`src/dra_defs.svh`:
```
`ifndef DRA_DEFS_SVH
`define DRA_DEFS_SVH

// ----------------------------------------
// Register map (addr[4]=global, addr[3]=channel, addr[2:0]=register)
// ----------------------------------------
`define DRA_ADDR_W 5
`define DRA_REG_CTRL 3'h0
`define DRA_REG_SRC 3'h1
`define DRA_REG_DST 3'h2
`define DRA_REG_RLD 3'h3
`define DRA_REG_CNT 3'h4
`define DRA_REG_FWD 3'h5
`define DRA_REG_AREA 3'h6
`define DRA_REG_SWTRIG 3'h0
`define DRA_REG_STATUS 3'h1

// ----------------------------------------
// Control register fields
// ----------------------------------------
`define DRA_CTRL_EN 0
`define DRA_CTRL_REQ 1
`define DRA_CTRL_KIND_LO 2
`define DRA_CTRL_KIND_HI 3
`define DRA_CTRL_SEL_LO 4
`define DRA_CTRL_SEL_HI 7
`define DRA_CTRL_RISE 8
`define DRA_CTRL_FWDDST 9
`define DRA_CTRL_UNIT16 10
`define DRA_CTRL_RESET 16'h0000

// Request source kinds
`define DRA_KIND_SW 2'h0
`define DRA_KIND_PERIPH 2'h1
`define DRA_KIND_EXT 2'h2

// ----------------------------------------
// Area codes and cycle weights
// ----------------------------------------
`define DRA_AREA_INT_NOWAIT 3'h0
`define DRA_AREA_INT_WAIT 3'h1
`define DRA_AREA_PERIPH 3'h2
`define DRA_AREA_SEP_NOWAIT 3'h3
`define DRA_AREA_SEP_WAIT 3'h4
`define DRA_AREA_MUX 3'h5
`define DRA_WEIGHT_1 4'h1
`define DRA_WEIGHT_2 4'h2
`define DRA_WEIGHT_3 4'h3
`define DRA_AREA_RLO 0
`define DRA_AREA_RHI 2
`define DRA_AREA_WLO 4
`define DRA_AREA_WHI 6

`define DRA_ONE_STEP 16'h0001
`define DRA_TWO_STEP 16'h0002

`endif

```
`src/dra_pkg.sv`:
```
package dra_pkg;
    typedef enum logic [1:0] {
        DRA_IDLE,
        DRA_XFER,
        DRA_CPU
    } dra_state_t;
endpackage

```
`src/dra_sync2.sv`:
```
`timescale 1ns/1ps
module dra_sync2 #(
    parameter int WIDTH = 2
) (
    input wire logic clk,
    input wire logic rstSync_n,
    input wire logic [WIDTH-1:0] asyncIn,
    output logic [WIDTH-1:0] syncOut
);
    logic [WIDTH-1:0] stage1;

    always_ff @(posedge clk or negedge rstSync_n) begin
        if (!rstSync_n) begin
            stage1 <= '0;
            syncOut <= '0;
        end else begin
            stage1 <= asyncIn;
            syncOut <= stage1;
        end
    end
endmodule

```
`src/dra_cycle_weight.sv`:
```
`timescale 1ns/1ps
`include "dra_defs.svh"
module dra_cycle_weight (
    input wire logic [2:0] readArea,
    input wire logic [2:0] writeArea,
    input wire logic unit16,
    input wire logic byteBus,
    input wire logic readOdd,
    input wire logic writeOdd,
    output logic [3:0] totalCycles
);
    // ----------------------------------------
    // Weight of one bus cycle by target area
    // ----------------------------------------
    function automatic logic [3:0] areaWeight(input logic [2:0] area);
        if (area == `DRA_AREA_INT_NOWAIT || area == `DRA_AREA_SEP_NOWAIT) begin
            areaWeight = `DRA_WEIGHT_1;
        end else if (area == `DRA_AREA_MUX) begin
            areaWeight = `DRA_WEIGHT_3;
        end else begin
            areaWeight = `DRA_WEIGHT_2;
        end
    endfunction

    // 16-bit unit splits on an odd address or on a byte-wide bus, internal areas included
    wire logic readTwice = unit16 && (readOdd || byteBus); // RULE16
    wire logic writeTwice = unit16 && (writeOdd || byteBus); // RULE16
    wire logic [3:0] readW = areaWeight(readArea); // RULE1
    wire logic [3:0] writeW = areaWeight(writeArea); // RULE1
    wire logic [3:0] readPart = readTwice ? 4'((readW << 1)) : readW;
    wire logic [3:0] writePart = writeTwice ? 4'((writeW << 1)) : writeW;

    assign totalCycles = 4'(readPart + writePart); // RULE15
endmodule

```
`src/dra_top.sv`:
```
`timescale 1ns/1ps
`include "dra_defs.svh"
// Functional notes
// [RULE1] Bus cycle weight depends on target area
// [RULE2] First start after enable reloads forward pointer
// [RULE3] First start after enable reloads transfer counter
// [RULE4] Rewriting enable restarts channel from initial state
// [RULE5] Request flag sets regardless of enable
// [RULE6] Hardware clears flag just before transfer
// [RULE7] Software writes 0 clear flag, 1 ignored
// [RULE8] Software clears flag after changing source
// [RULE9] Source: peripheral request, software, external pin
// [RULE10] Peripheral source sets flag with its interrupt
// [RULE11] External pin edge per selection sets flag
// [RULE12] Simultaneous requests set all flags together
// [RULE13] Channel zero wins when both pending
// [RULE14] One CPU access between channel transfers
// [RULE15] Cycles equal reads times j plus writes times k
// [RULE16] Internal accesses use bus-width pin size
module dra_top #(
    parameter int N_PERIPH = 16
) (
    input wire logic clk,
    input wire logic rst_n,
    input wire logic [`DRA_ADDR_W-1:0] regAddr,
    input wire logic [15:0] regWdata,
    input wire logic regWr,
    input wire logic regRd,
    output logic [15:0] regRdata,
    input wire logic [N_PERIPH-1:0] periphIrq,
    input wire logic [1:0] extIntPin,
    input wire logic byteBus,
    output logic dmaOwnsBus,
    output logic cpuGrant,
    output logic activeChannel,
    output logic [3:0] xferCycles,
    output logic [15:0] xferAddr
);
    // ----------------------------------------
    // Parameter check
    // ----------------------------------------
    if (N_PERIPH < 1 || N_PERIPH > 16) begin : g_bad_periph
        $error("N_PERIPH must lie between 1 and 16");
    end

    // ----------------------------------------
    // Reset release and pin synchronisation
    // ----------------------------------------
    logic rstMeta_n;
    logic rstSync_n;
    always_ff @(posedge clk or negedge rst_n) begin
        if (!rst_n) begin
            rstMeta_n <= 1'b0;
            rstSync_n <= 1'b0;
        end else begin
            rstMeta_n <= 1'b1;
            rstSync_n <= rstMeta_n;
        end
    end

    logic [2:0] pinSync;
    logic [1:0] extPrev;
    dra_sync2 #(.WIDTH(3)) u_ext_sync (
        .clk(clk),
        .rstSync_n(rstSync_n),
        .asyncIn({byteBus, extIntPin}),
        .syncOut(pinSync)
    );
    wire logic [1:0] extSync = pinSync[1:0];
    wire logic byteBusSync = pinSync[2];
    always_ff @(posedge clk or negedge rstSync_n) begin
        if (!rstSync_n) begin
            extPrev <= 2'h0;
        end else begin
            extPrev <= extSync;
        end
    end

    // ----------------------------------------
    // Address decode
    // ----------------------------------------
    wire logic isGlobal = regAddr[4];
    wire logic chanSel = regAddr[3];
    wire logic [2:0] regIdx = regAddr[2:0];
    wire logic swTrigWr = regWr && isGlobal && regIdx == `DRA_REG_SWTRIG;

    // ----------------------------------------
    // Per-channel state
    // ----------------------------------------
    dra_pkg::dra_state_t state;
    logic [15:0] ctrl [2];
    logic [15:0] srcPtr [2];
    logic [15:0] dstPtr [2];
    logic [15:0] rldCnt [2];
    logic [15:0] xferCnt [2];
    logic [15:0] fwdPtr [2];
    logic [6:0] area [2];
    logic [1:0] reloadPend;
    logic [1:0] setEv;
    logic [1:0] pend;
    logic [1:0] start;
    logic [1:0] finish;
    logic [15:0] effPtr [2];
    logic [15:0] reloadPtr [2];
    logic [3:0] cycLeft;
    logic [3:0] weight;

    for (genvar i = 0; i < 2; i++) begin : g_ch
        wire logic selWr = regWr && !isGlobal && chanSel == 1'(i);
        wire logic ctrlWr = selWr && regIdx == `DRA_REG_CTRL;
        wire logic [1:0] kind = ctrl[i][`DRA_CTRL_KIND_HI:`DRA_CTRL_KIND_LO];
        wire logic [3:0] psel = ctrl[i][`DRA_CTRL_SEL_HI:`DRA_CTRL_SEL_LO];
        wire logic extRise = extSync[i] && !extPrev[i];
        wire logic extFall = !extSync[i] && extPrev[i];
        wire logic extEdge = ctrl[i][`DRA_CTRL_RISE] ? extRise : extFall; // RULE11
        wire logic periphHit = 32'(psel) < N_PERIPH && periphIrq[psel]; // RULE10
        wire logic swHit = swTrigWr && regWdata[i];
        wire logic flagClrSw = ctrlWr && !regWdata[`DRA_CTRL_REQ]; // RULE7
        wire logic [15:0] nextCtrlSw = {regWdata[15:2], ctrl[i][`DRA_CTRL_REQ],
            regWdata[`DRA_CTRL_EN]};

        // Source selection feeds one request line per channel
        assign setEv[i] = (kind == `DRA_KIND_SW && swHit) // RULE9
            || (kind == `DRA_KIND_PERIPH && periphHit) // RULE10
            || (kind == `DRA_KIND_EXT && extEdge); // RULE11
        assign pend[i] = ctrl[i][`DRA_CTRL_EN] && ctrl[i][`DRA_CTRL_REQ];
        assign reloadPtr[i] = ctrl[i][`DRA_CTRL_FWDDST] ? dstPtr[i] : srcPtr[i];
        assign effPtr[i] = reloadPend[i] ? reloadPtr[i] : fwdPtr[i];

        always_ff @(posedge clk or negedge rstSync_n) begin
            if (!rstSync_n) begin
                ctrl[i] <= `DRA_CTRL_RESET;
            end else begin
                if (ctrlWr) begin
                    ctrl[i] <= nextCtrlSw;
                end
                if (finish[i] && xferCnt[i] == `DRA_ONE_STEP && !ctrlWr) begin
                    ctrl[i][`DRA_CTRL_EN] <= 1'b0;
                end
                // Set wins over both hardware and software clear
                if (setEv[i]) begin
                    ctrl[i][`DRA_CTRL_REQ] <= 1'b1; // RULE5 RULE12
                end else if (start[i] || flagClrSw) begin
                    ctrl[i][`DRA_CTRL_REQ] <= 1'b0; // RULE6 RULE7
                end
            end
        end

        always_ff @(posedge clk or negedge rstSync_n) begin
            if (!rstSync_n) begin
                reloadPend[i] <= 1'b0;
            end else if (ctrlWr && regWdata[`DRA_CTRL_EN]) begin
                reloadPend[i] <= 1'b1; // RULE4
            end else if (start[i]) begin
                reloadPend[i] <= 1'b0;
            end
        end

        always_ff @(posedge clk or negedge rstSync_n) begin
            if (!rstSync_n) begin
                srcPtr[i] <= 16'h0000;
                dstPtr[i] <= 16'h0000;
                rldCnt[i] <= 16'h0000;
                area[i] <= 7'h00;
            end else if (selWr) begin
                if (regIdx == `DRA_REG_SRC) begin
                    srcPtr[i] <= regWdata;
                end else if (regIdx == `DRA_REG_DST) begin
                    dstPtr[i] <= regWdata;
                end else if (regIdx == `DRA_REG_RLD) begin
                    rldCnt[i] <= regWdata;
                end else if (regIdx == `DRA_REG_AREA) begin
                    area[i] <= regWdata[6:0];
                end
            end
        end

        always_ff @(posedge clk or negedge rstSync_n) begin
            if (!rstSync_n) begin
                fwdPtr[i] <= 16'h0000;
                xferCnt[i] <= 16'h0000;
            end else if (start[i] && reloadPend[i]) begin
                fwdPtr[i] <= reloadPtr[i]; // RULE2
                xferCnt[i] <= rldCnt[i]; // RULE3
            end else if (finish[i]) begin
                fwdPtr[i] <= ctrl[i][`DRA_CTRL_UNIT16] ? 16'(fwdPtr[i] + `DRA_TWO_STEP)
                    : 16'(fwdPtr[i] + `DRA_ONE_STEP);
                xferCnt[i] <= 16'(xferCnt[i] - `DRA_ONE_STEP);
            end
        end
    end

    // ----------------------------------------
    // Arbitration and bus ownership
    // ----------------------------------------
    wire logic grantZero = state == dra_pkg::DRA_IDLE && pend[0]; // RULE13
    wire logic grantOne = state == dra_pkg::DRA_IDLE && !pend[0] && pend[1];
    wire logic nextChan = grantOne;
    wire logic xferEnd = state == dra_pkg::DRA_XFER && cycLeft == 4'h1;
    wire logic [15:0] selPtr = effPtr[nextChan];
    wire logic selFwdDst = ctrl[nextChan][`DRA_CTRL_FWDDST];
    wire logic [15:0] selRdAddr = selFwdDst ? srcPtr[nextChan] : selPtr;
    wire logic [15:0] selWrAddr = selFwdDst ? selPtr : dstPtr[nextChan];

    assign start = {grantOne, grantZero};
    assign finish = {xferEnd && activeChannel, xferEnd && !activeChannel};

    dra_cycle_weight u_weight (
        .readArea(area[nextChan][`DRA_AREA_RHI:`DRA_AREA_RLO]),
        .writeArea(area[nextChan][`DRA_AREA_WHI:`DRA_AREA_WLO]),
        .unit16(ctrl[nextChan][`DRA_CTRL_UNIT16]),
        .byteBus(byteBusSync),
        .readOdd(selRdAddr[0]),
        .writeOdd(selWrAddr[0]),
        .totalCycles(weight)
    );

    always_ff @(posedge clk or negedge rstSync_n) begin
        if (!rstSync_n) begin
            state <= dra_pkg::DRA_IDLE;
            cycLeft <= 4'h0;
            activeChannel <= 1'b0;
            xferCycles <= 4'h0;
            xferAddr <= 16'h0000;
        end else begin
            case (state)
                dra_pkg::DRA_IDLE: begin
                    if (grantZero || grantOne) begin
                        state <= dra_pkg::DRA_XFER;
                        activeChannel <= nextChan;
                        cycLeft <= weight; // RULE1 RULE15
                        xferCycles <= weight;
                        xferAddr <= selPtr;
                    end
                end
                dra_pkg::DRA_XFER: begin
                    cycLeft <= 4'(cycLeft - 4'h1);
                    if (xferEnd) begin
                        state <= dra_pkg::DRA_CPU; // RULE14
                    end
                end
                dra_pkg::DRA_CPU: begin
                    state <= dra_pkg::DRA_IDLE;
                end
                default: begin
                    state <= dra_pkg::DRA_IDLE;
                end
            endcase
        end
    end

    assign dmaOwnsBus = state == dra_pkg::DRA_XFER;
    assign cpuGrant = state != dra_pkg::DRA_XFER;

    // ----------------------------------------
    // Read data
    // ----------------------------------------
    wire logic [15:0] statusWord = {9'h000, reloadPend, activeChannel, dmaOwnsBus,
        state == dra_pkg::DRA_CPU, pend};
    wire logic [15:0] chanWord = regIdx == `DRA_REG_CTRL ? ctrl[chanSel]
        : regIdx == `DRA_REG_SRC ? srcPtr[chanSel]
        : regIdx == `DRA_REG_DST ? dstPtr[chanSel]
        : regIdx == `DRA_REG_RLD ? rldCnt[chanSel]
        : regIdx == `DRA_REG_CNT ? xferCnt[chanSel]
        : regIdx == `DRA_REG_FWD ? fwdPtr[chanSel]
        : regIdx == `DRA_REG_AREA ? {9'h000, area[chanSel]} : 16'h0000;
    wire logic [15:0] readWord = !isGlobal ? chanWord
        : regIdx == `DRA_REG_STATUS ? statusWord : 16'h0000;

    always_ff @(posedge clk or negedge rstSync_n) begin
        if (!rstSync_n) begin
            regRdata <= 16'h0000;
        end else if (regRd) begin
            regRdata <= readWord;
        end else begin
            regRdata <= 16'h0000;
        end
    end

    // ----------------------------------------
    // Assertions
    // ----------------------------------------
    property p_flag_set;
        @(posedge clk) disable iff (!rstSync_n)
        setEv[0] |=> ctrl[0][`DRA_CTRL_REQ];
    endproperty
    a_flag_set: assert property (p_flag_set) else $error("Request flag not set"); // RULE5

    property p_flag_clear;
        @(posedge clk) disable iff (!rstSync_n)
        (start[1] && !setEv[1]) |=> !ctrl[1][`DRA_CTRL_REQ] && dmaOwnsBus;
    endproperty
    a_flag_clear: assert property (p_flag_clear) else $error("Flag kept at start"); // RULE6

    property p_sw_one;
        @(posedge clk) disable iff (!rstSync_n)
        (regWr && !isGlobal && chanSel && regIdx == `DRA_REG_CTRL
            && regWdata[`DRA_CTRL_REQ] && !ctrl[1][`DRA_CTRL_REQ] && !setEv[1])
            |=> !ctrl[1][`DRA_CTRL_REQ];
    endproperty
    a_sw_one: assert property (p_sw_one) else $error("Software set the flag"); // RULE7

    property p_both;
        @(posedge clk) disable iff (!rstSync_n)
        (setEv[0] && setEv[1]) |=> ctrl[0][`DRA_CTRL_REQ] && ctrl[1][`DRA_CTRL_REQ];
    endproperty
    a_both: assert property (p_both) else $error("Flags not set together"); // RULE12

    property p_prio;
        @(posedge clk) disable iff (!rstSync_n)
        (state == dra_pkg::DRA_IDLE && pend == 2'h3) |=> dmaOwnsBus && !activeChannel;
    endproperty
    a_prio: assert property (p_prio) else $error("Channel one beat channel zero"); // RULE13

    property p_cpu_slot;
        @(posedge clk) disable iff (!rstSync_n)
        xferEnd |=> cpuGrant ##1 !dmaOwnsBus;
    endproperty
    a_cpu_slot: assert property (p_cpu_slot) else $error("CPU slot skipped"); // RULE14

    property p_reload;
        @(posedge clk) disable iff (!rstSync_n)
        (start[0] && reloadPend[0]) |=> fwdPtr[0] == $past(reloadPtr[0])
            && xferCnt[0] == $past(rldCnt[0]);
    endproperty
    a_reload: assert property (p_reload) else $error("Reload missing at start"); // RULE2 RULE3

    property p_restart;
        @(posedge clk) disable iff (!rstSync_n)
        (regWr && !isGlobal && chanSel && regIdx == `DRA_REG_CTRL && regWdata[`DRA_CTRL_EN])
            |=> reloadPend[1];
    endproperty
    a_restart: assert property (p_restart) else $error("Enable rewrite not restarting"); // RULE4

    property p_length;
        @(posedge clk) disable iff (!rstSync_n)
        (state == dra_pkg::DRA_IDLE && pend != 2'h0 && weight == 4'h2)
            |=> dmaOwnsBus [*2] ##1 !dmaOwnsBus;
    endproperty
    a_length: assert property (p_length) else $error("Transfer length wrong"); // RULE1 RULE15
endmodule

```
`config.mk`:
```
export PLATFORM = sky130hd
export DESIGN_NAME = dra_top
export DESIGN_NICKNAME = d
export VERILOG_FILES = /design/src/dra_pkg.sv /design/src/dra_sync2.sv /design/src/dra_cycle_weight.sv /design/src/dra_top.sv
export VERILOG_INCLUDE_DIRS = /design/src
export SDC_FILE = /design/constraint.sdc
export NUM_CORES = 1
export LEC_CHECK = 0
export ABC_AREA = 1
export BUFFER_PORTS_ARGS = -buffer_cell sky130_fd_sc_hd__buf_2
export CORE_UTILIZATION = 40
export CTS_BUF_LIST = sky130_fd_sc_hd__clkbuf_8
export CTS_CLUSTER_SIZE = 20
export DETAILED_ROUTE_END_ITERATION = 8
export PLACE_DENSITY = 0.55
export SYNTH_ARGS = -nofsm -noshare
export SYNTH_HDL_FRONTEND = slang
export SYNTH_SLANG_ARGS = --single-unit
```
`constraint.sdc`:
```
create_clock -name clk -period 7.1 [get_ports clk]
set_input_delay 0 -clock clk [delete_from_list [all_inputs] [get_ports clk]]
set_output_delay 0 -clock clk [all_outputs]
set_load 0.02 [all_outputs]
```
==> reports/qor.txt <==
Min-Delay Startpoint -> byteBus
Vias -> 14027
Max clock buf depth -> 3
Mean post-synth cell area -> 7.30 um^2
Fin crit share -> 49.6%
Largest family of logic cells by synthesized area -> simple AND/OR/NAND/NOR gates
Hold Vio Cnt, Final -> 0
Commonest non-fill, non-tap cells in the layout -> nand2_1 (645), dfrtp_1 (260), o21ai_0 (258)
Final setup viols -> 0
Simple-Gate Fraction of Synth Area -> 27.4%
Pre-CTS WS -> 3.69 ns
Fin. max-slew vios -> 0
Cell Pwr Density -> 343 nW/um^2
Unrepaired setup endpoints after global routing -> no
Die Y -> 194 um
Via count of the first global-routing pass -> 13218
Clock power share -> 25.0%
Post-route antenna net violation count -> 0
HP Class -> in2reg
Largest net degree at the start of global routing -> 85
Total Wirelength -> 51.4 mm
Leakage -> 7.88 nW
Die Area -> 37600 um^2
GRT Overall Usage -> 27.5%
Slowest stage delay, CP -> 0.65 ns
Vias/cell -> 5.40
Fin area -> 16700 um^2
Reg2reg start -> cycLeft[1]
Htree depth -> 2
Cell internal pwr -> 3.32 mW
Sequential-to-total area share from yosys stat -> 44.3%
Initial antenna violation count -> 0
Rows -> 69
Synthesized area -> 14700 um^2
Share of cells above drive strength 1 -> 9.41%
Max Cap Viol -> 0
Post-route setup slack -> 3.58 ns
Mapped Cells -> 2018
Critical path startpoint -> regAddr[2]
Fin nets -> 2163
Die X -> 194 um
Core Area -> 35900 um^2
FMAX -> 0.284 GHz
# IOs -> 83
Sink Count -> 261
CTS tree -> yes
Reg clk slew, reported paths -> 0.06 ns
Tot Pwr -> 5.73 mW
Clk_lat worst skew -> 0.63 ns
GR Overflow Total -> 0
CP Cell Sequence -> dlygate4sd3_1 -> buf_2 -> inv_2 -> nand2_2 -> nor2_4 -> inv_2 -> nor2_2 -> inv_1 -> o211ai_1 -> nand4_1 -> dlygate4sd3_1
Maximum fanout along the worst path -> 20
CP max stage cell -> nor2_2
I/O Buffers -> 82
Synth Flop Type -> dfrtp_1
Synth Area in XOR/XNOR -> 0.951%
Critical path class -> in2reg
Min Tclk post-route -> 3.52 ns
Fill count -> 3704
Post-Layout Cell Count -> 2599
Detailed Route Iter0 Violations -> 1407
WP data required -> 7.60 ns
First-pass GRT wire length -> 79.0 mm
Min Hold Slack -> 0.0417 ns
Cell total after placement -> 2469
Core Util, Final -> 46.6%
Synth Register Bits -> 261
RePlAce Congestion -> 0.915
Post-synthesis mux area share -> 0.0679%
Post-synthesis adder-cell area fraction -> 1.24%
Yosys Warn Count -> 0
Crit end category -> flop
Cell variety after synth -> 47
HPWL reported at the end of detailed placement -> 37.0 mm
Async set or reset register ratio after synthesis -> 100%
Register share of total power -> 40.5%
EDFF count, synth -> 0
Initial core utilization -> 41.0%
Compound-gate portion of the synthesized area -> 18.1%
Post-CTS sizing -> 0
Logic pwr share -> 34.5%
Drt drc -> 0
Clk root buf -> clkbuf_8
Setup_tns -> 0 ns
Crit path DAT -> 4.02 ns
Worst Setup Start Kind -> primary input
Sw frac -> 42.1%
Placed inst area -> 15300 um^2
Status -> completed
Psw -> 2.41 mW
Commonest non-fill, non-tap cell in the layout -> nand2_1
Worst relative slew slack -> 29.1%
Worst slew pin tran -> 1.06 ns
Max VDD drop -> 138 uV
Num CTS Buffers -> 49
Area growth from synthesis to layout -> 13.5%
Syn_nets -> 2076
DR WL/cell -> 19.8 um
Pre-antenna DRT Iters -> 6
Final clock skew -> 0.0262 ns
[worst max-delay path, delay by kind of cell]
| kind | cells | cell delay [ns] |
|---|---|---|
| buffers and inverters | 6 | 2.14 |
| AND/OR/NAND/NOR | 4 | 1.53 |
| AO/OA/AOI/OAI | 1 | 0.34 |
[worst paths after layout]
path                       slack, ns               endpoint  cells past startpoint
max reg2reg                     3.63             fwdPtr[26]                     11
min in group asynchronous       0.22              rstSync_n                      3
max                             3.58                ctrl[1]                     11
min reg2reg                     0.35  u_ext_sync.syncOut[1]                      0
min                             0.04   u_ext_sync.stage1[2]                      2
max in group asynchronous       4.88            xferCnt[12]                      2
[cell families (layout without fill, tap and decap cells)]
kind of cell | after synthesis | after routing
multiplexers | 1 | 1
AND/OR/NAND/NOR | 980 | 980
AO/OA/AOI/OAI | 458 | 458
other | 1 | 2
XOR/XNOR | 16 | 16
adder cells (fa/ha/maj) | 14 | 14
flip-flops | 261 | 261
buffers and inverters | 287 | 406
[cell type report]
type	count	area [um^2]	area share, %
multi-input combinational	1470	7030	42.1
antenna	1	2.50	0.0150
clock buffer	60	826	4.94
inverter	184	691	4.13
clock inverter	23	103	0.613
timing repair buffer	139	956	5.72
tap	461	577	3.45
sequential	261	6540	39.1
[synth_stat cells (8+ instances only)]
master,instances,area share (%)
ha_1,13,1.1
a31oi_1,15,0.64
nand4_1,21,0.89
a41oi_1,23,1.4
dfrtp_1,261,44
clkbuf_1,49,1.2
xor2_1,12,0.71
a21oi_1,58,2.0
buf_2,40,1.4
nand2_1,645,16
buf_4,9,0.46
inv_2,9,0.23
o221ai_1,13,0.77
o21ai_0,258,8.8
nand3_1,100,3.4
nor2_1,176,4.5
o211ai_1,53,2.7
inv_1,172,4.4
nor3_1,8,0.27
a211oi_1,9,0.46
[timing repair]
action                                 CTS  global route
hold buffers                            46             0
buffers inserted                         0             0
endpoints found under the hold margin  165             0
[registers in the layout (all words and copies together), names as in the netlist, 4 cells and up]
register    cells
rldCnt         32
xferCycles      4
area           14
dstPtr         32
xferCnt        32
cycLeft         4
xferAddr       16
srcPtr         32
regRdata       16
fwdPtr         32
ctrl           32
[power groups by stage]
stage	combinational, mW	sequential, mW	clock [mW]
after global routing	2.23	2.38	1.53
after global placement	1.91	2.33	0
after floorplan	1.34	2.26	0
final	1.98	2.32	1.43
after detailed placement	1.92	2.33	0
after CTS	1.96	2.31	1.46
[layer usage]
metal | wire, um | global-route usage, % | vias to the layer above
met5 | 0 | 0 | -
met4 | 1260 | 8.26 | 0
met3 | 3430 | 4.82 | 77
met2 | 22400 | 41.2 | 474
met1 | 24400 | 40.4 | 6655
li1 | - | - | 6821
Note: power is estimated with default switching activity, not from simulation.
